==> src/logic/thermo_link_pkg.sv <==
package thermo_link_pkg;

  // ----------------------------------------------------------------
  // clock and time base
  // ----------------------------------------------------------------
  localparam int CLK_PERIOD_NS = 4;
  localparam int US_NS         = 1000;
  localparam int US_CYCLES     = (US_NS + CLK_PERIOD_NS - 1) / CLK_PERIOD_NS;

  // ----------------------------------------------------------------
  // line timing in microseconds
  // ----------------------------------------------------------------
  localparam int RESET_LOW_MIN_US = 480;
  localparam int ACK_DELAY_MIN_US = 15;
  localparam int ACK_DELAY_MAX_US = 60;
  localparam int ACK_DELAY_US     = 30;
  localparam int ACK_LEN_US       = 120;
  localparam int SLOT_MIN_US      = 60;
  localparam int RECOVERY_MIN_US  = 1;
  localparam int RD_VALID_US      = 15;
  localparam int SAMPLE_US        = 30;
  localparam int CONV_TIME_US     = 1000000;

  // derived cycle counts for the acknowledge window
  localparam int ACK_MIN_CYC = ACK_DELAY_MIN_US * US_CYCLES;
  localparam int ACK_MAX_CYC = ACK_DELAY_MAX_US * US_CYCLES;

  // ----------------------------------------------------------------
  // command bytes
  // ----------------------------------------------------------------
  localparam logic [7:0] CMD_SKIP     = 8'hCC;
  localparam logic [7:0] CMD_CONVERT  = 8'h44;
  localparam logic [7:0] CMD_READ_SP  = 8'hBE;
  localparam logic [7:0] CMD_WRITE_SP = 8'h4E;
  localparam logic [7:0] CMD_COPY_SP  = 8'h48;
  localparam logic [7:0] CMD_RECALL   = 8'hB8;

  // ----------------------------------------------------------------
  // scratchpad layout and reset values
  // ----------------------------------------------------------------
  localparam int         SP_BYTES   = 9;
  localparam logic [3:0] SP_IDX_TLO = 4'h0;
  localparam logic [3:0] SP_IDX_THI = 4'h1;
  localparam logic [3:0] SP_IDX_UA  = 4'h2;
  localparam logic [3:0] SP_IDX_UB  = 4'h3;
  localparam logic [3:0] SP_IDX_END = 4'h8;
  localparam logic [7:0] SP_RSV_VAL = 8'hFF;
  localparam logic [7:0] TLO_RST    = 8'h00;
  localparam logic [7:0] NV_UA_RST  = 8'h00;
  localparam logic [7:0] NV_UB_RST  = 8'h00;

  // ----------------------------------------------------------------
  // temperature word format, half degree steps
  // ----------------------------------------------------------------
  localparam int         TEMP_MIN_HALF = -110;
  localparam int         TEMP_MAX_HALF = 250;
  localparam logic [7:0] SIGN_NEG      = 8'hFF;
  localparam logic [7:0] SIGN_POS      = 8'h00;
  localparam logic [7:0] LO_POS_LIMIT  = 8'hFA;
  localparam logic [7:0] LO_NEG_LIMIT  = 8'h92;

  typedef enum logic [7:0] {
    ST_IDLE     = 8'h01,
    ST_ACK_WAIT = 8'h02,
    ST_ACK      = 8'h04,
    ST_ROM      = 8'h08,
    ST_FUNC     = 8'h10,
    ST_WR_DATA  = 8'h20,
    ST_RD_DATA  = 8'h40,
    ST_CONV     = 8'h80
  } link_state_e;

endpackage : thermo_link_pkg

==> src/logic/temp_link_slave.sv <==
`timescale 1ns/1ps
module temp_link_slave #(
  parameter int CONV_US    = thermo_link_pkg::CONV_TIME_US,
  parameter int US_DIV     = thermo_link_pkg::US_CYCLES,
  parameter int SAMPLE_W   = 12,
  parameter int FIFO_DEPTH = 8
)(
  input  wire logic                clk_sys,
  input  wire logic                sys_rst,
  input  wire logic                dq_i,
  output logic                     dq_o,
  output logic                     dq_oe,
  input  wire logic [SAMPLE_W-1:0] sample_data,
  input  wire logic                sample_valid,
  output logic                     sample_ready,
  output logic                     conv_busy,
  output logic [15:0]              temp_word
);
  import thermo_link_pkg::*;

  if (SAMPLE_W < 9 || SAMPLE_W > 16 || CONV_US < 2 || CONV_US >= (1 << 20)
      || US_DIV < 2 || US_DIV > 256)
  begin : g_chk
    $error("temp_link_slave parameter out of range");
  end

  link_state_e         state_r;
  logic                dq_meta_r;
  logic                dq_sync_r;
  logic                dq_prev_r;
  logic [7:0]          div_cnt_r;
  logic [9:0]          low_us_r;
  logic [9:0]          slot_us_r;
  logic                slot_act_r;
  logic [7:0]          st_us_r;
  logic [2:0]          bit_cnt_r;
  logic [3:0]          byte_idx_r;
  logic [7:0]          shift_r;
  logic                tx_low_r;
  logic                conv_busy_r;
  logic [19:0]         conv_us_r;
  logic [7:0]          sp_r [SP_BYTES];
  logic [7:0]          nv_ua_r;
  logic [7:0]          nv_ub_r;
  logic [15:0]         ack_gap_r;
  logic [SAMPLE_W-1:0] fifo_data;
  logic                fifo_valid;
  logic                fall;
  logic                rise;
  logic                us_tick;
  logic                reset_seen;
  logic                bit_evt;
  logic                byte_done;
  logic                ack_start;
  logic                ack_end;
  logic                conv_start;
  logic                store_evt;
  logic                tx_bit;
  logic [7:0]          rx_byte;
  logic [15:0]         new_word;

  // ----------------------------------------------------------------
  // helpers
  // ----------------------------------------------------------------
  function automatic logic [15:0] to_word(input logic [SAMPLE_W-1:0] v);
    logic signed [SAMPLE_W-1:0] c;
    c = $signed(v);
    if (c < TEMP_MIN_HALF)
      c = SAMPLE_W'(TEMP_MIN_HALF);
    if (c > TEMP_MAX_HALF)
      c = SAMPLE_W'(TEMP_MAX_HALF);
    to_word = {(c < 0) ? SIGN_NEG : SIGN_POS, c[7:0]};
  endfunction : to_word

  function automatic logic in_rx(input link_state_e s);
    in_rx = (s == ST_ROM) || (s == ST_FUNC) || (s == ST_WR_DATA);
  endfunction : in_rx

  // ----------------------------------------------------------------
  // line input and time base
  // ----------------------------------------------------------------
  always_ff @(posedge clk_sys or posedge sys_rst)
  begin
    if (sys_rst)
    begin
      dq_meta_r <= 1'b1;
      dq_sync_r <= 1'b1;
      dq_prev_r <= 1'b1;
    end
    else
    begin
      dq_meta_r <= dq_i;
      dq_sync_r <= dq_meta_r;
      dq_prev_r <= dq_sync_r;
    end
  end

  assign fall    = dq_prev_r && !dq_sync_r;
  assign rise    = !dq_prev_r && dq_sync_r;
  assign us_tick = div_cnt_r == 8'(US_DIV - 1);

  always_ff @(posedge clk_sys or posedge sys_rst)
  begin
    if (sys_rst)
      div_cnt_r <= '0;
    else if (us_tick)
      div_cnt_r <= '0;
    else
      div_cnt_r <= div_cnt_r + 8'h01;
  end

  // low time of the line, for reset detection
  always_ff @(posedge clk_sys or posedge sys_rst)
  begin
    if (sys_rst)
      low_us_r <= '0;
    else if (fall)
      low_us_r <= '0;
    else if (us_tick && !dq_sync_r && low_us_r != 10'h3FF)
      low_us_r <= low_us_r + 10'h001;
  end

  assign reset_seen = rise && (low_us_r >= 10'(RESET_LOW_MIN_US));

  // ----------------------------------------------------------------
  // slot timing, all opened by the master's falling edge
  // ----------------------------------------------------------------
  always_ff @(posedge clk_sys or posedge sys_rst)
  begin
    if (sys_rst)
    begin
      slot_us_r  <= '0;
      slot_act_r <= 1'b0;
    end
    else if (fall && state_r != ST_ACK)
    begin
      slot_us_r  <= '0;
      slot_act_r <= 1'b1;
    end
    else
    begin
      if (us_tick && slot_us_r != 10'h3FF)
        slot_us_r <= slot_us_r + 10'h001;
      if (bit_evt || reset_seen)
        slot_act_r <= 1'b0;
    end
  end

  assign bit_evt   = slot_act_r && us_tick
                     && slot_us_r == 10'(SAMPLE_US - 1);
  assign byte_done = bit_evt && bit_cnt_r == 3'h7;
  assign rx_byte   = {dq_sync_r, shift_r[7:1]};

  // ----------------------------------------------------------------
  // state timer for the acknowledge
  // ----------------------------------------------------------------
  assign ack_start = state_r == ST_ACK_WAIT && us_tick
                     && st_us_r == 8'(ACK_DELAY_US - 1);
  assign ack_end   = state_r == ST_ACK && us_tick
                     && st_us_r == 8'(ACK_LEN_US - 1);

  always_ff @(posedge clk_sys or posedge sys_rst)
  begin
    if (sys_rst)
      st_us_r <= '0;
    else if (reset_seen || ack_start)
      st_us_r <= '0;
    else if (us_tick && st_us_r != 8'hFF)
      st_us_r <= st_us_r + 8'h01;
  end

  // ----------------------------------------------------------------
  // link state machine
  // ----------------------------------------------------------------
  always_ff @(posedge clk_sys or posedge sys_rst)
  begin
    if (sys_rst)
      state_r <= ST_IDLE;
    else if (reset_seen)
      state_r <= ST_ACK_WAIT;
    else
    begin
      case (state_r)
        ST_ACK_WAIT:
          if (ack_start)
            state_r <= ST_ACK;
        ST_ACK:
          if (ack_end)
            state_r <= ST_ROM;
        ST_ROM:
          if (byte_done)
            state_r <= (rx_byte == CMD_SKIP) ? ST_FUNC : ST_IDLE;
        ST_FUNC:
          if (byte_done)
          begin
            case (rx_byte)
              CMD_CONVERT:  state_r <= ST_CONV;
              CMD_READ_SP:  state_r <= ST_RD_DATA;
              CMD_WRITE_SP: state_r <= ST_WR_DATA;
              default:      state_r <= ST_IDLE;
            endcase
          end
        ST_WR_DATA:
          if (byte_done && byte_idx_r == SP_IDX_UB)
            state_r <= ST_IDLE;
        ST_RD_DATA:
          if (byte_done && byte_idx_r == SP_IDX_END)
            state_r <= ST_IDLE;
        ST_IDLE, ST_CONV:
          state_r <= state_r;
        default:
          state_r <= ST_IDLE;
      endcase
    end
  end

  // ----------------------------------------------------------------
  // bit and byte counting, LSB first both ways
  // ----------------------------------------------------------------
  always_ff @(posedge clk_sys or posedge sys_rst)
  begin
    if (sys_rst)
      bit_cnt_r <= '0;
    else if (reset_seen)
      bit_cnt_r <= '0;
    else if (bit_evt && (in_rx(state_r) || state_r == ST_RD_DATA))
      bit_cnt_r <= bit_cnt_r + 3'h1;
  end

  always_ff @(posedge clk_sys or posedge sys_rst)
  begin
    if (sys_rst)
      shift_r <= '0;
    else if (bit_evt && in_rx(state_r))
      shift_r <= rx_byte;
  end

  always_ff @(posedge clk_sys or posedge sys_rst)
  begin
    if (sys_rst)
      byte_idx_r <= '0;
    else if (byte_done && state_r == ST_FUNC)
      byte_idx_r <= (rx_byte == CMD_WRITE_SP) ? SP_IDX_UA : SP_IDX_TLO;
    else if (byte_done
             && (state_r == ST_WR_DATA || state_r == ST_RD_DATA))
      byte_idx_r <= byte_idx_r + 4'h1;
  end

  // ----------------------------------------------------------------
  // line drive: acknowledge and zero bits only
  // ----------------------------------------------------------------
  always_comb
  begin
    case (state_r)
      ST_RD_DATA: tx_bit = sp_r[byte_idx_r][bit_cnt_r];
      ST_CONV:    tx_bit = !conv_busy_r;
      default:    tx_bit = 1'b1;
    endcase
  end

  always_ff @(posedge clk_sys or posedge sys_rst)
  begin
    if (sys_rst)
      tx_low_r <= 1'b0;
    else if (bit_evt || reset_seen)
      tx_low_r <= 1'b0;
    else if (fall && !tx_bit)
      tx_low_r <= 1'b1;
  end

  assign dq_o  = 1'b0;
  assign dq_oe = (state_r == ST_ACK) || tx_low_r;

  // ----------------------------------------------------------------
  // conversion
  // ----------------------------------------------------------------
  assign conv_start = state_r == ST_FUNC && byte_done
                      && rx_byte == CMD_CONVERT;
  assign store_evt  = conv_busy_r && fifo_valid;
  assign new_word   = to_word(fifo_data);

  always_ff @(posedge clk_sys or posedge sys_rst)
  begin
    if (sys_rst)
    begin
      conv_busy_r <= 1'b0;
      conv_us_r   <= '0;
    end
    else if (conv_start && !conv_busy_r)
    begin
      conv_busy_r <= 1'b1;
      conv_us_r   <= '0;
    end
    else if (conv_busy_r)
    begin
      if (store_evt || (us_tick && conv_us_r == 20'(CONV_US - 1)))
        conv_busy_r <= 1'b0;
      else if (us_tick)
        conv_us_r <= conv_us_r + 20'h00001;
    end
  end

  sample_fifo #(
    .WIDTH (SAMPLE_W),
    .DEPTH (FIFO_DEPTH)
  ) u_fifo (
    .clk_sys   (clk_sys),
    .sys_rst   (sys_rst),
    .in_data   (sample_data),
    .in_valid  (sample_valid),
    .in_ready  (sample_ready),
    .out_data  (fifo_data),
    .out_valid (fifo_valid),
    .out_ready (conv_busy_r)
  );

  // ----------------------------------------------------------------
  // scratchpad and nonvolatile copy
  // ----------------------------------------------------------------
  always_ff @(posedge clk_sys or posedge sys_rst)
  begin
    if (sys_rst)
    begin
      for (int i = 0; i < SP_BYTES; i++)
        sp_r[i] <= SP_RSV_VAL;
      sp_r[SP_IDX_TLO] <= TLO_RST;
      sp_r[SP_IDX_THI] <= SIGN_POS;
      sp_r[SP_IDX_UA]  <= NV_UA_RST;
      sp_r[SP_IDX_UB]  <= NV_UB_RST;
    end
    else if (store_evt)
    begin
      sp_r[SP_IDX_TLO] <= new_word[7:0];
      sp_r[SP_IDX_THI] <= new_word[15:8];
    end
    else if (byte_done && state_r == ST_WR_DATA)
      sp_r[byte_idx_r] <= rx_byte;
    else if (byte_done && state_r == ST_FUNC && rx_byte == CMD_RECALL)
    begin
      sp_r[SP_IDX_UA] <= nv_ua_r;
      sp_r[SP_IDX_UB] <= nv_ub_r;
    end
  end

  always_ff @(posedge clk_sys or posedge sys_rst)
  begin
    if (sys_rst)
    begin
      nv_ua_r <= NV_UA_RST;
      nv_ub_r <= NV_UB_RST;
    end
    else if (byte_done && state_r == ST_FUNC && rx_byte == CMD_COPY_SP)
    begin
      nv_ua_r <= sp_r[SP_IDX_UA];
      nv_ub_r <= sp_r[SP_IDX_UB];
    end
  end

  assign conv_busy = conv_busy_r;
  assign temp_word = {sp_r[SP_IDX_THI], sp_r[SP_IDX_TLO]};

  // ----------------------------------------------------------------
  // checks
  // ----------------------------------------------------------------
  localparam int ACK_LO_CYC = ACK_DELAY_MIN_US * US_DIV;
  localparam int ACK_HI_CYC = ACK_DELAY_MAX_US * US_DIV;

  always_ff @(posedge clk_sys or posedge sys_rst)
  begin
    if (sys_rst)
      ack_gap_r <= '0;
    else if (reset_seen)
      ack_gap_r <= '0;
    else if (state_r == ST_ACK_WAIT && ack_gap_r != 16'hFFFF)
      ack_gap_r <= ack_gap_r + 16'h0001;
  end
endmodule : temp_link_slave

==> src/logic/sample_fifo.sv <==
`timescale 1ns/1ps
module sample_fifo #(
  parameter int WIDTH = 12,
  parameter int DEPTH = 8
)(
  input  wire logic             clk_sys,
  input  wire logic             sys_rst,
  input  wire logic [WIDTH-1:0] in_data,
  input  wire logic             in_valid,
  output logic                  in_ready,
  output logic [WIDTH-1:0]      out_data,
  output logic                  out_valid,
  input  wire logic             out_ready
);

  localparam int AW = $clog2(DEPTH);

  if (DEPTH < 2 || (1 << AW) != DEPTH)
  begin : g_chk
    $error("sample_fifo depth must be a power of two, at least 2");
  end

  logic [WIDTH-1:0] mem_r [DEPTH];
  logic [AW:0]      wr_ptr_r;
  logic [AW:0]      rd_ptr_r;
  logic             push;
  logic             pop;

  // ----------------------------------------------------------------
  // flags
  // ----------------------------------------------------------------
  assign in_ready  = (wr_ptr_r ^ rd_ptr_r) != {1'b1, {AW{1'b0}}};
  assign out_valid = wr_ptr_r != rd_ptr_r;
  assign push      = in_valid && in_ready;
  assign pop       = out_valid && out_ready;
  assign out_data  = mem_r[rd_ptr_r[AW-1:0]];

  always_ff @(posedge clk_sys)
  begin
    if (push)
      mem_r[wr_ptr_r[AW-1:0]] <= in_data;
  end

  always_ff @(posedge clk_sys or posedge sys_rst)
  begin
    if (sys_rst)
      wr_ptr_r <= '0;
    else if (push)
      wr_ptr_r <= wr_ptr_r + 1'b1;
  end

  always_ff @(posedge clk_sys or posedge sys_rst)
  begin
    if (sys_rst)
      rd_ptr_r <= '0;
    else if (pop)
      rd_ptr_r <= rd_ptr_r + 1'b1;
  end

endmodule : sample_fifo

==> config.mk <==
export PLATFORM = sky130hd
export DESIGN_NAME = temp_link_slave
export DESIGN_NICKNAME = d
export VERILOG_FILES = /design/src/logic/thermo_link_pkg.sv /design/src/logic/temp_link_slave.sv /design/src/logic/sample_fifo.sv
export SDC_FILE = /design/constraint.sdc
export NUM_CORES = 1
export LEC_CHECK = 0
export BUFFER_PORTS_ARGS = -buffer_cell sky130_fd_sc_hd__buf_2
export CAP_MARGIN = 20
export CORE_MARGIN = 2
export CORE_UTILIZATION = 45
export CTS_BUF_LIST = sky130_fd_sc_hd__clkbuf_8 sky130_fd_sc_hd__clkbuf_16
export DETAILED_ROUTE_END_ITERATION = 6
export PLACE_DENSITY = 0.59
export REMOVE_ABC_BUFFERS = 1
export SKIP_CTS_REPAIR_TIMING = 1
export SYNTH_ARGS = -nofsm -noshare
export SYNTH_HDL_FRONTEND = slang
export SYNTH_SLANG_ARGS = --single-unit
==> constraint.sdc <==
create_clock -name clk_sys -period 9.2 [get_ports clk_sys]
set_input_delay 2.3 -clock clk_sys [delete_from_list [all_inputs] [get_ports clk_sys]]
set_output_delay 2.3 -clock clk_sys [all_outputs]
set_load 0.1 [all_outputs]
# Yosys cells after proc, flatten, opt, wreduce, memory -nomap -nowiden

Memory sizes are Yosys's and may differ from the RTL's.
Index checks and enable logic that the tools add are counted.

Register bits: 181
RAM bits: 96
Input bits: 16
Output and inout bits: 20
Word-level logic and storage cells: 194
Memories kept: 1

Memories:

| name         | words | bits a word | rd ports | clocked after memory_dff | wr ports | line              | source |
|---|---|---|---|---|---|---|---|
| u_fifo.mem_r | 8     | 12          | 1        | 0                        | 1        | sample_fifo.sv:23 | `logic [WIDTH-1:0] mem_r [DEPTH];` |

$add $sub $neg: 9
Magnitude comparators: 7
Equal/unequal tests: 36
Muxes and demuxes: 51
Bitwise logic cells: 3
Reductions and logical operators: 59

Operators by type and width:

| operator                                                              | count |
|---|---|
| 8-bit 2-to-1 mux                                                      | 14 |
| 20-bit 2-to-1 mux                                                     | 4 |
| 72-bit bitwise mux                                                    | 1 |
| 16-bit 2-to-1 mux                                                     | 4 |
| 8-bit case mux with 7 select lines                                    | 1 |
| 8-bit by 7-bit == test with 1-bit output, second input constant       | 5 |
| 8-bit == test, second input constant                                  | 5 |
| 10-bit 2-to-1 mux                                                     | 4 |
| 8-bit binary-select mux with 4-bit select                             | 1 |
| 8-bit demux with 4-bit select                                         | 1 |
| 1-bit logical AND                                                     | 31 |
| 12-bit 2-to-1 mux                                                     | 2 |
| 8-bit case mux with 3 select lines                                    | 1 |
| 2-bit nonzero test                                                    | 11 |
| 10-bit by 1-bit adder with 10-bit output, second input constant       | 2 |
| 20-bit by 1-bit adder with 20-bit output, second input constant       | 1 |
| 20-bit == test, second input constant                                 | 1 |
| 10-bit != test, second input constant                                 | 2 |
| 3-bit != test, second input constant                                  | 6 |
| 8-bit by 1-bit adder with 8-bit output, second input constant         | 2 |
| 8-bit by 5-bit == test with 1-bit output, second input constant       | 2 |
| 4-bit by 1-bit adder with 4-bit output, second input constant         | 3 |
| 12-bit by 9-bit > comparator with 1-bit output, second input constant | 1 |
| 12-bit by 1-bit < comparator with 1-bit output, second input constant | 1 |
| other kinds (36)                                                      | 59 |

# Depth between registers and ports, before layout

Gate-level depths: netlist of run 1.

Word-level depth: 11
Depth in mapped cells: 14
Depth with buffers taken out: 11

# By module

From an unflattened synthesis of run 1, not the netlist that was laid out.

Cells, all modules: 1098
Area, all modules: 13673.1 µm²

By module, submodules not included:

| module          | times used | cells an instance | area an instance (µm²) | sequential area each (µm²) |
|---|---|---|---|---|
| temp_link_slave | 1          | 896               | 9362.7                 | 4359.2 |
| sample_fifo     | 1          | 202               | 4310.4                 | 3083.0 |

# Worst setup path before layout of run 1

OpenSTA, ideal clock, no wires.

Path kind: register to output
Start point: register u_fifo.rd_ptr_r[0]
End point: output port sample_ready
Arrival: 1.735 ns
Required time: 6.900 ns
Slack: 5.165 ns
Cell stages (with the launch flop): 4
Path buffers: 1
Cell sequence: dfrtp_1 buf_2 xor2_1 or4b_2

Longest elaborated chain between the ends: 2

RTL lines:

| element                | line                  | source |
|---|---|---|
| start, declared        | sample_fifo.sv:25     | `logic [AW:0] rd_ptr_r;` |
| start signal, assigned | sample_fifo.sv:57     | `rd_ptr_r <= rd_ptr_r + 1'b1;` |
| 4-bit XOR              | sample_fifo.sv:32     | `assign in_ready = (wr_ptr_r ^ rd_ptr_r) != {1'b1, {AW{1'b0}}};` |
| 4-bit != test          | sample_fifo.sv:32     |  |
| end, declared          | temp_link_slave.sv:15 | `output logic sample_ready,` |

No other way between the ends.

# Worst setup path after layout of run 1

Same ends and word-level chain as after synthesis.

==> results.md, run 1 <==
- Outcome: completed
- Row count: 63
- Worst R2R End: temp_word[0]$_DFFE_PP0P_
- CP Max Fanout: 27
- Post-Syn Area: 13,500 µm²
- Placed Cells: 1,475
- CTS Buffer Depth: 3
- Placer's final routability congestion estimate: 0.822
- Area growth from synthesis to layout: 11.5%
- CTS tree: done
- Clock Pin Slew Worst Setup and Hold Paths: 0.06 ns
- Die H: 177 µm
- Leading area contributor after synthesis: dfrtp_1
- Total power per unit cell area: 193 nW/µm²
- Mapped Avg Cell Area: 12.1 µm²
- Leakage: 5.92 nW
- FF+latch count, synth: 276
- Setup TNS: 0 ns
- N_diodes: 0
- Worst r2r path cells: 12
- Die X-Extent: 177 µm
- Worst Hold Class: reg -> reg
- Max cap viols: 0
- Crit path kind: reg -> out
- Final Hold Viols: 0
- Hold EP: dq_sync_r$_DFF_PP1_
- Number of DRC markers in iteration 0: 693
- Final nets: 1,154
- Total die area: 31,300 µm²
- CTS root buf: clkbuf_16
- Starting Density: 45.5%
- Hold WS: 0.357 ns
- Clock Skew: 0.0178 ns
- Area of the multi-input gates: 5520 µm²
- Vias post-DR: 8,470
- Worst VDD drop: 0.000162 V
- Max_slew headroom: 27.9%
- Vias/cell: 5.52
- Tot GR Track Use: 19.8%
- Syn Inst Count: 1,115
- Clk_lat worst skew: 0.56 ns
- DRC errors left: 0
- WP data required: 6.90 ns
- Largest net degree at the start of global routing: 100
- Worst hold path cell count: 0
- Total congestion overflow: 0
- Core area: 29,600 µm²
- Final count of pins violating max slew: 0
- Post-synthesis sequential area ratio: 55.3%
- DRT Pass-1 Iters: 5
- Startpoint Class: register
- WL/cell: 19.5 µm
- Yosys cell types: 77
- Tightest Pin Transition: 1.08 ns
- Ys flop type: dfrtp_1
- R2r setup slk: 5.78 ns
- Min Tclk post-route: 4.78 ns
- Proportion of layout cells with a drive suffix above 1: 21.4%
- Number of global-route vias before repair: 8,701
- RSZ-0062 raised after global routing: false
- Yosys top cell area share: 25.3%
- Register area: 7440 µm²
- Asr flop ratio synth: 65.2%
- Fillers: 2,590
- Largest cells by area after synthesis: dfrtp_1 25%, edfxtp_1 21%, dfstp_2 8.6%
- Routed WL: 30,000 µm
- CTS buffer count: 30
- Fmax: 209 MHz
- DRT antenna net count: 0
- CTS H-tree lvls: 1
- I/O pins: 36
- Ys Warns: 0
- DP HPWL: 19,600 µm
- Number of synthesized flops with an enable pin: 96
- Worst EP arrival: 2.48 ns
- Clk sinks: 276
- Port bufs: 34
- Hold path start: dq_meta_r$_DFF_PP1_
- Critical Path Sink Type: output port
- Final worst-path cycle share: 52.0%
- Global-route wire length before repair: 49,100 µm
- Initial antenna violation count: 0
- Post-Layout Cell Count: 1,534
- Setup Viol. Count Final: 0
- FF-to-FF Start: u_fifo.rd_ptr_r[0]$_DFFE_PP0P_
## layout by cell type, fill, tap and decap left out, types with 12 or more instances in the layout
cell	synthesis	routed
ha_1	18	18
mux2i_1	74	74
buf_4	19	14
inv_1	31	34
dfrtp_1	136	136
nand2_1	68	68
edfxtp_1	96	96
dfstp_2	44	44
xor2_1	29	29
xnor2_1	33	33
mux2_2	44	44
nand3_1	24	24
nor3_1	20	16
a21oi_1	38	38
nand2b_1	12	12
mux4_2	20	20
nor2b_1	12	12
and3_1	37	37
clkbuf_16	0	30
buf_2	15	34
nor2_1	110	110
nand4_1	25	25
o21ai_0	30	30
## state kept, by name (all words and copies together) (netlist names), 10 cells and up
register	count
slot_us_r	10
sp_r	56
conv_us_r	20
temp_word	16
u_fifo.mem_r	96
low_us_r	10
## routing by layer
metal	wire (µm)	up-vias	global-route usage, %
met4	476	0	3.86
li1	-	4045	-
met3	1140	31	2.64
met1	13900	4243	27.9
met2	14400	151	33.2
met5	0	-	0
## power breakdown
part           internal (mW)  leakage [nW]  switching [mW]  total, mW
sequential              1.35          3.20          0.0322       1.38
clock                  0.834         0.550           0.502       1.34
combinational         0.0527          2.17           0.120      0.173
## logic make-up (layout without fill, tap and decap cells)
kind of cell / count (synthesis) / in the layout / share of synthesized area, %
and+or+nand+nor: 376 / 376 / 15.1
DFF: 276 / 276 / 55.3
muxes: 148 / 148 / 13.8
AOI/OAI and AO/OA: 126 / 126 / 6.24
buffers and inverters: 108 / 137 / 3.82
xor gates and xnor gates: 62 / 62 / 4.04
adders and majority gates: 18 / 18 / 1.67
other: 1 / 1 / 0.0279
## through the flow
stage               total power, mW  setup slack, ns  area, µm²  utilization (%)
floorplan                      1.51             2.09      13100                -
global placement               1.57             4.95      13800             46.8
detailed placement             1.58             4.95      13800             46.8
CTS                            2.92             4.36      15000             50.6
global route                   2.99             4.27      15000             50.7
finish                         2.89             4.42      15000             50.7
## Yosys cell counts, types with 5 or more instances
cell	count
mux2i_1	74
o22ai_1	6
buf_4	19
nand4b_1	5
nand4_1	25
buf_2	15
nor2_1	110
mux2_4	8
edfxtp_1	96
mux2_2	44
o221ai_1	5
nand2b_1	12
nor3_1	20
xor2_1	29
or2_2	7
inv_1	31
buf_1	6
a211oi_1	5
a21oi_1	38
and2_1	6
o21ai_0	30
a32oi_1	6
xnor2_1	33
dfrtp_1	136
mux4_2	20
ha_1	18
nor2b_1	12
and4_1	6
nand2_1	68
clkbuf_1	35
nor4_1	8
nand3_1	24
dfstp_2	44
and3_1	37
## worst max path at each step
stage / from / to / slack, ns / cells past startpoint
global route: u_fifo.rd_ptr_r[0]$_DFFE_PP0P_ / sample_ready / 4.27 / 4
finish: u_fifo.rd_ptr_r[0]$_DFFE_PP0P_ / sample_ready / 4.42 / 4
CTS: u_fifo.rd_ptr_r[0]$_DFFE_PP0P_ / sample_ready / 4.36 / 4
global placement: sys_rst / low_us_r[4]$_DFFE_PP0P_ / 4.95 / 3
detailed placement: sys_rst / low_us_r[5]$_DFFE_PP0P_ / 4.95 / 3
floorplan: sys_rst / bit_cnt_r[0]$_DFFE_PP0P_ / 2.09 / 1
## area by class of cell
type	instances	share of cell area, %
flip-flops and latches	276	49.6
repair buffers	50	2.09
inverters	31	0.809
multi-input cells	731	36.8
well taps	390	3.25
clock buffers	32	5.19
clock inverters	24	2.23
## worst max-delay path, stage by stage, from the launching register on
cell and delay [ns]:
dfrtp_1 0.32, buf_4 0.39, xor2_1 0.16, or4b_2 0.72
buf_2 0.32
Note: power is estimated with default switching activity, not from simulation.
==> inputs of run 2 (changes only) <==
clock period = 4.61 ns   (was 9.2 ns; I/O delays follow)
==> results.md, run 2 (synthesis gave the netlist of run 1 again) <==
- Outcome: completed
- CTS buffer count: 31
- CTS H-tree lvls: 1
- Clock Skew: 0.00936 ns
- Total congestion overflow: 0
- Placer's final routability congestion estimate: 0.806
- Commonest non-fill, non-tap cells in the layout: 136 x dfrtp_1, 110 x nor2_1, 96 x edfxtp_1
- Largest net degree at the start of global routing: 78
- CP Max Fanout: 23
- Vias post-DR: 8,544
- Clk_lat worst skew: 0.56 ns
- Post-route worst setup slack: 0.646 ns
- Fin util: 50.5%
- Leakage: 5.91 nW
- Critical Path Sink Type: output port
- Final worst-path cycle share: 86.0%
- DP Worst Slack: 1.06 ns
- Worst EP arrival: 2.81 ns
- DP HPWL: 19,000 µm
- WP data required: 3.46 ns
- Vias/cell: 5.54
- Worst Hold Class: reg -> reg
- Clock Pin Slew Worst Setup and Hold Paths: 0.06 ns
- Total power: 5.55 mW
- Port bufs: 34
- CP max stage cell: dfrtp_1
- Hold WS: 0.356 ns
- CP peak stage delay: 1.02 ns
- Placed Cells: 1,483
- Max_slew headroom: 31.3%
- I/O pins: 36
- DRC errors left: 0
- Total die area: 31,300 µm²
- Min Tclk post-route: 3.96 ns
- Number of DRC markers in iteration 0: 643
- DRT Pass-1 Iters: 5
- Crit path buf inv count: 1
- Clk sinks: 276
- Largest register FFs: 96
- Post-Layout Cell Count: 1,541
- Core area: 29,600 µm²
- Total power per unit cell area: 371 nW/µm²
- Crit path kind: reg -> out
- Area growth from synthesis to layout: 11.0%
- Cell Chain, Critical Path: xor2_1 > or4b_2 > buf_2
- Die H: 177 µm
- Final nets: 1,160
- N_diodes: 0
- WL/cell: 19.0 µm
- RSZ-0062 raised after global routing: false
- Tot GR Track Use: 19.5%
- Final count of pins violating max slew: 0
- Starting Density: 45.5%
- Row count: 63
- Worst VDD drop: 0.000315 V
- CTS tree: done
- Startpoint Class: register
- Die X-Extent: 177 µm
- Routed WL: 29,300 µm
- Number of global-route vias before repair: 8,704
- Tightest Pin Transition: 1.03 ns
- Design area: 14,900 µm²
- Setup TNS: 0 ns
- Global-route wire length before repair: 48,400 µm
- Fmax: 252 MHz
- Cell family with most CP delay: flip-flops
- Placed Area: 13,900 µm²
- CTS root buf: clkbuf_16
- Final Hold Viols: 0
- Setup Viol. Count Final: 0
- CTS Buffer Depth: 3
- Max cap viols: 0
- DRT antenna net count: 0
- Proportion of layout cells with a drive suffix above 1: 22.0%
- Initial antenna violation count: 0
- Commonest non-fill, non-tap cell in the layout: dfrtp_1
-- run 2: worst register-to-register path: stages (launching register included) --
cell,delay (ns)
dfrtp_1,1.02
buf_4,0.34
mux4_2,0.30
nor2b_1,0.15
nor2_1,0.15
nor2_1,0.05
nand4_1,0.10
ha_1,0.29
or2_2,0.31
a2111oi_0,0.39
a2111oi_1,0.12
o2bb2ai_1,0.15
-- run 2: metal layers --
layer / GRT usage [%] / vias to the layer above / routed length, µm
li1: - / 4063 / -
met1: 27.4 / 4297 / 13700
met2: 32.0 / 140 / 13800
met3: 2.60 / 44 / 1130
met4: 4.86 / 0 / 620
met5: 0 / - / 0
-- run 2: final cells by class --
type	count	area (µm²)
Sequential cell	276	7440
Clock inverter	22	180
Inverter	31	121
Fill cell	2543	14600
Timing Repair Buffer	55	340
Clock buffer	36	845
Tap cell	390	488
Multi-Input combinational cell	731	5520
-- run 2: where the power goes --
group          total (mW)  switching, mW  internal (mW)  leakage (nW)
Clock                2.43           1.01           1.42         0.521
Combinational       0.351          0.237          0.114          2.19
Sequential           2.76         0.0647           2.70          3.20
Total                5.55           1.31           4.23          5.91
-- run 2: final timing paths --
kind / from / endpoint / slack (ns) / depth (start not counted)
min reg2reg: dq_meta_r$_DFF_PP1_ / dq_sync_r$_DFF_PP1_ / 0.36 / 0
max: u_fifo.rd_ptr_r[1]$_DFFE_PP0P_ / sample_ready / 0.65 / 3
min in group asynchronous: sys_rst / temp_word[9]$_DFFE_PP0P_ / 0.69 / 2
max in group asynchronous: sys_rst / sp_r[6]$_DFFE_PP1P_ / 2.99 / 3
max reg2reg: u_fifo.rd_ptr_r[1]$_DFFE_PP0P_ / temp_word[0]$_DFFE_PP0P_ / 1.08 / 11
min: dq_meta_r$_DFF_PP1_ / dq_sync_r$_DFF_PP1_ / 0.36 / 0
==> inputs of run 3 (changes only) <==
MAX_ROUTING_LAYER = met4   (was default)
SKIP_LAST_GASP = 1   (was default)
SYNTH_HIERARCHICAL = 1   (was default)
==> results.md, run 3 <==
- Global-route wire length before repair: 48,800 µm
- Total die area: 31,800 µm²
- Largest register FFs: 96
- Vias/cell: 5.71
- Most frequent cell after synthesis: dfrtp_1
- CTS root buf: clkbuf_16
- Fmax: 233 MHz
- Total power per unit cell area: 366 nW/µm²
- Clk_lat worst skew: 0.56 ns
- Clock Pin Slew Worst Setup and Hold Paths: 0.07 ns
- Number of DRC markers in iteration 0: 507
- Worst EP arrival: 3.14 ns
- Proportion of layout cells with a drive suffix above 1: 23.4%
- Asr flop ratio synth: 65.2%
- Flop pwr share: 49.9%
- Register area: 7440 µm²
- Number of global-route vias before repair: 8,659
- Fillers: 2,587
- N_diodes: 0
- Routed WL: 30,000 µm
- CTS H-tree lvls: 1
- RSZ-0062 raised after global routing: false
- Post-Syn Area: 13,700 µm²
- DRC errors left: 0
- CTS buffer count: 30
- Outcome: completed
- Commonest non-fill, non-tap cell in the layout: dfrtp_1
- Commonest non-fill, non-tap cells in the layout: 136 x dfrtp_1, 96 x edfxtp_1, 76 x mux2_2
- Port bufs: 34
- Syn Inst Count: 1,098
- Yosys top cell area share: 24.9%
- Crit path kind: reg -> out
- Worst VDD drop: 0.000331 V
- Startpoint Class: register
- CP Max Fanout: 19
- DRT Pass-1 Iters: 5
- Mapped Avg Cell Area: 12.5 µm²
- Final nets: 1,151
- Leakage: 6.09 nW
- Die H: 178 µm
- DP Worst Slack: 0.701 ns
- I/O pins: 36
- Post-route worst setup slack: 0.318 ns
- Total power: 5.54 mW
- Setup TNS: 0 ns
- Largest cells by area after synthesis: dfrtp_1 25%, edfxtp_1 21%, dfstp_2 8.5%
- Largest net degree at the start of global routing: 99
- Total congestion overflow: 0
- Area growth from synthesis to layout: 10.7%
- Final count of pins violating max slew: 0
- Die X-Extent: 178 µm
- Logic gate share of total power: 7.0%
- Switching portion of total power: 24.5%
- Setup Viol. Count Final: 0
- Yosys cell types: 87
- Clk pwr share: 43.1%
- Vias post-DR: 8,742
- Tightest Pin Transition: 0.991 ns
- Net switching power figure: 1.36 mW
- Post-synth top cells: 136 x dfrtp_1, 96 x edfxtp_1, 76 x mux2_2
- Initial antenna violation count: 0
- Number of synthesized flops with an enable pin: 96
- WL/cell: 19.6 µm
- Area of the multi-input gates: 5750 µm²
- Min Tclk post-route: 4.29 ns
- P_int: 4.18 mW
- CTS tree: done
- Starting Density: 45.9%
- DRT antenna net count: 0
- Max cap viols: 0
- FF+latch count, synth: 276
- Post-synthesis sequential area ratio: 54.4%
- DP HPWL: 19,800 µm
- Max_slew headroom: 33.3%
- WP data required: 3.46 ns
- Leading area contributor after synthesis: dfrtp_1
- Ys flop type: dfrtp_1
- CTS Buffer Depth: 3
- Critical Path Sink Type: output port
- Ys Warns: 6
- Core area: 29,800 µm²
- Worst Hold Class: reg -> reg
- Final worst-path cycle share: 93.1%
- Placer's final routability congestion estimate: 0.793
- Row count: 63
- Clock Skew: 0.0245 ns
- Tot GR Track Use: 20.1%
- Final Hold Viols: 0
- Clk sinks: 276
-- run 3: area by class of cell --
| cell class | instances | share of cell area (%) |
|---|---|---|
| flip-flops and latches | 276 | 49.2 |
| multi-input cells | 725 | 38.0 |
| clock buffers | 33 | 5.23 |
| clock inverters | 23 | 1.41 |
| inverters | 24 | 0.628 |
| well taps | 390 | 3.22 |
| repair buffers | 60 | 2.40 |
-- run 3: cells by family (layout without fill, tap and decap cells) --
family / Yosys count / in the layout / share of synthesized area, %
AND/OR/NAND/NOR: 341 / 341 / 14.0
flip-flops: 276 / 276 / 54.4
AO/OA/AOI/OAI: 169 / 169 / 8.54
multiplexers: 145 / 145 / 14.3
buffers and inverters: 97 / 140 / 3.71
XOR/XNOR: 51 / 51 / 3.32
adder cells (fa/ha/maj): 18 / 18 / 1.65
other: 1 / 1 / 0.0274
-- run 3: worst paths after layout --
| check | start | to | slack, ns | cells after the start |
|---|---|---|---|---|
| hold / removal | dq_meta_r$_DFF_PP1_ | dq_sync_r$_DFF_PP1_ | 0.36 | 0 |
| setup reg to reg | u_fifo/rd_ptr_r[0]$_DFFE_PP0P_ | temp_word[7]$_DFFE_PP0P_ | 0.75 | 10 |
| setup / recovery | u_fifo/rd_ptr_r[0]$_DFFE_PP0P_ | sample_ready | 0.32 | 5 |
| hold reg to reg | dq_meta_r$_DFF_PP1_ | dq_sync_r$_DFF_PP1_ | 0.36 | 0 |
| min in group asynchronous | sys_rst | u_fifo/rd_ptr_r[3]$_DFFE_PP0P_ | 0.60 | 2 |
| max in group asynchronous | sys_rst | sp_r[26]$_DFFE_PP1P_ | 2.88 | 3 |
-- run 3: metal layers --
layer  share of wire, %  wire length (µm)  track usage, %
met5                  0                 0               -
met4                1.7               509            4.10
met3                3.4              1010            2.56
met2                 49             14700            32.8
met1                 46             13800            27.3
-- run 3: power groups by stage --
| stage | sequential (mW) | clock (mW) | combinational [mW] |
|---|---|---|---|
| final | 2.77 | 2.39 | 0.387 |
| after global routing | 2.78 | 2.55 | 0.434 |
| after CTS | 2.77 | 2.45 | 0.397 |
| after detailed placement | 2.82 | 0 | 0.395 |
| after global placement | 2.82 | 0 | 0.392 |
| after floorplan | 2.79 | 0 | 0.254 |
-- run 3: worst max-delay path: stages (launching register included) --
cell	delay [ns]
dfrtp_1	0.68
buf_4	0.39
xor2_1	0.21
nor4_1	0.79
inv_1	0.15
buf_2	0.34
-- run 3: stage by stage --
stage / cells / instance area (µm²) / hold slack (ns) / utilization (%)
after floorplan: 1025 / 13300 / 0.345 / -
after global placement: 1474 / 14100 / 0.346 / 47.4
after detailed placement: 1474 / 14100 / 0.347 / 47.4
after CTS: 1530 / 15100 / 0.357 / 50.8
after global routing: 1531 / 15100 / 0.360 / 50.8
final: 1531 / 15100 / 0.356 / 50.8
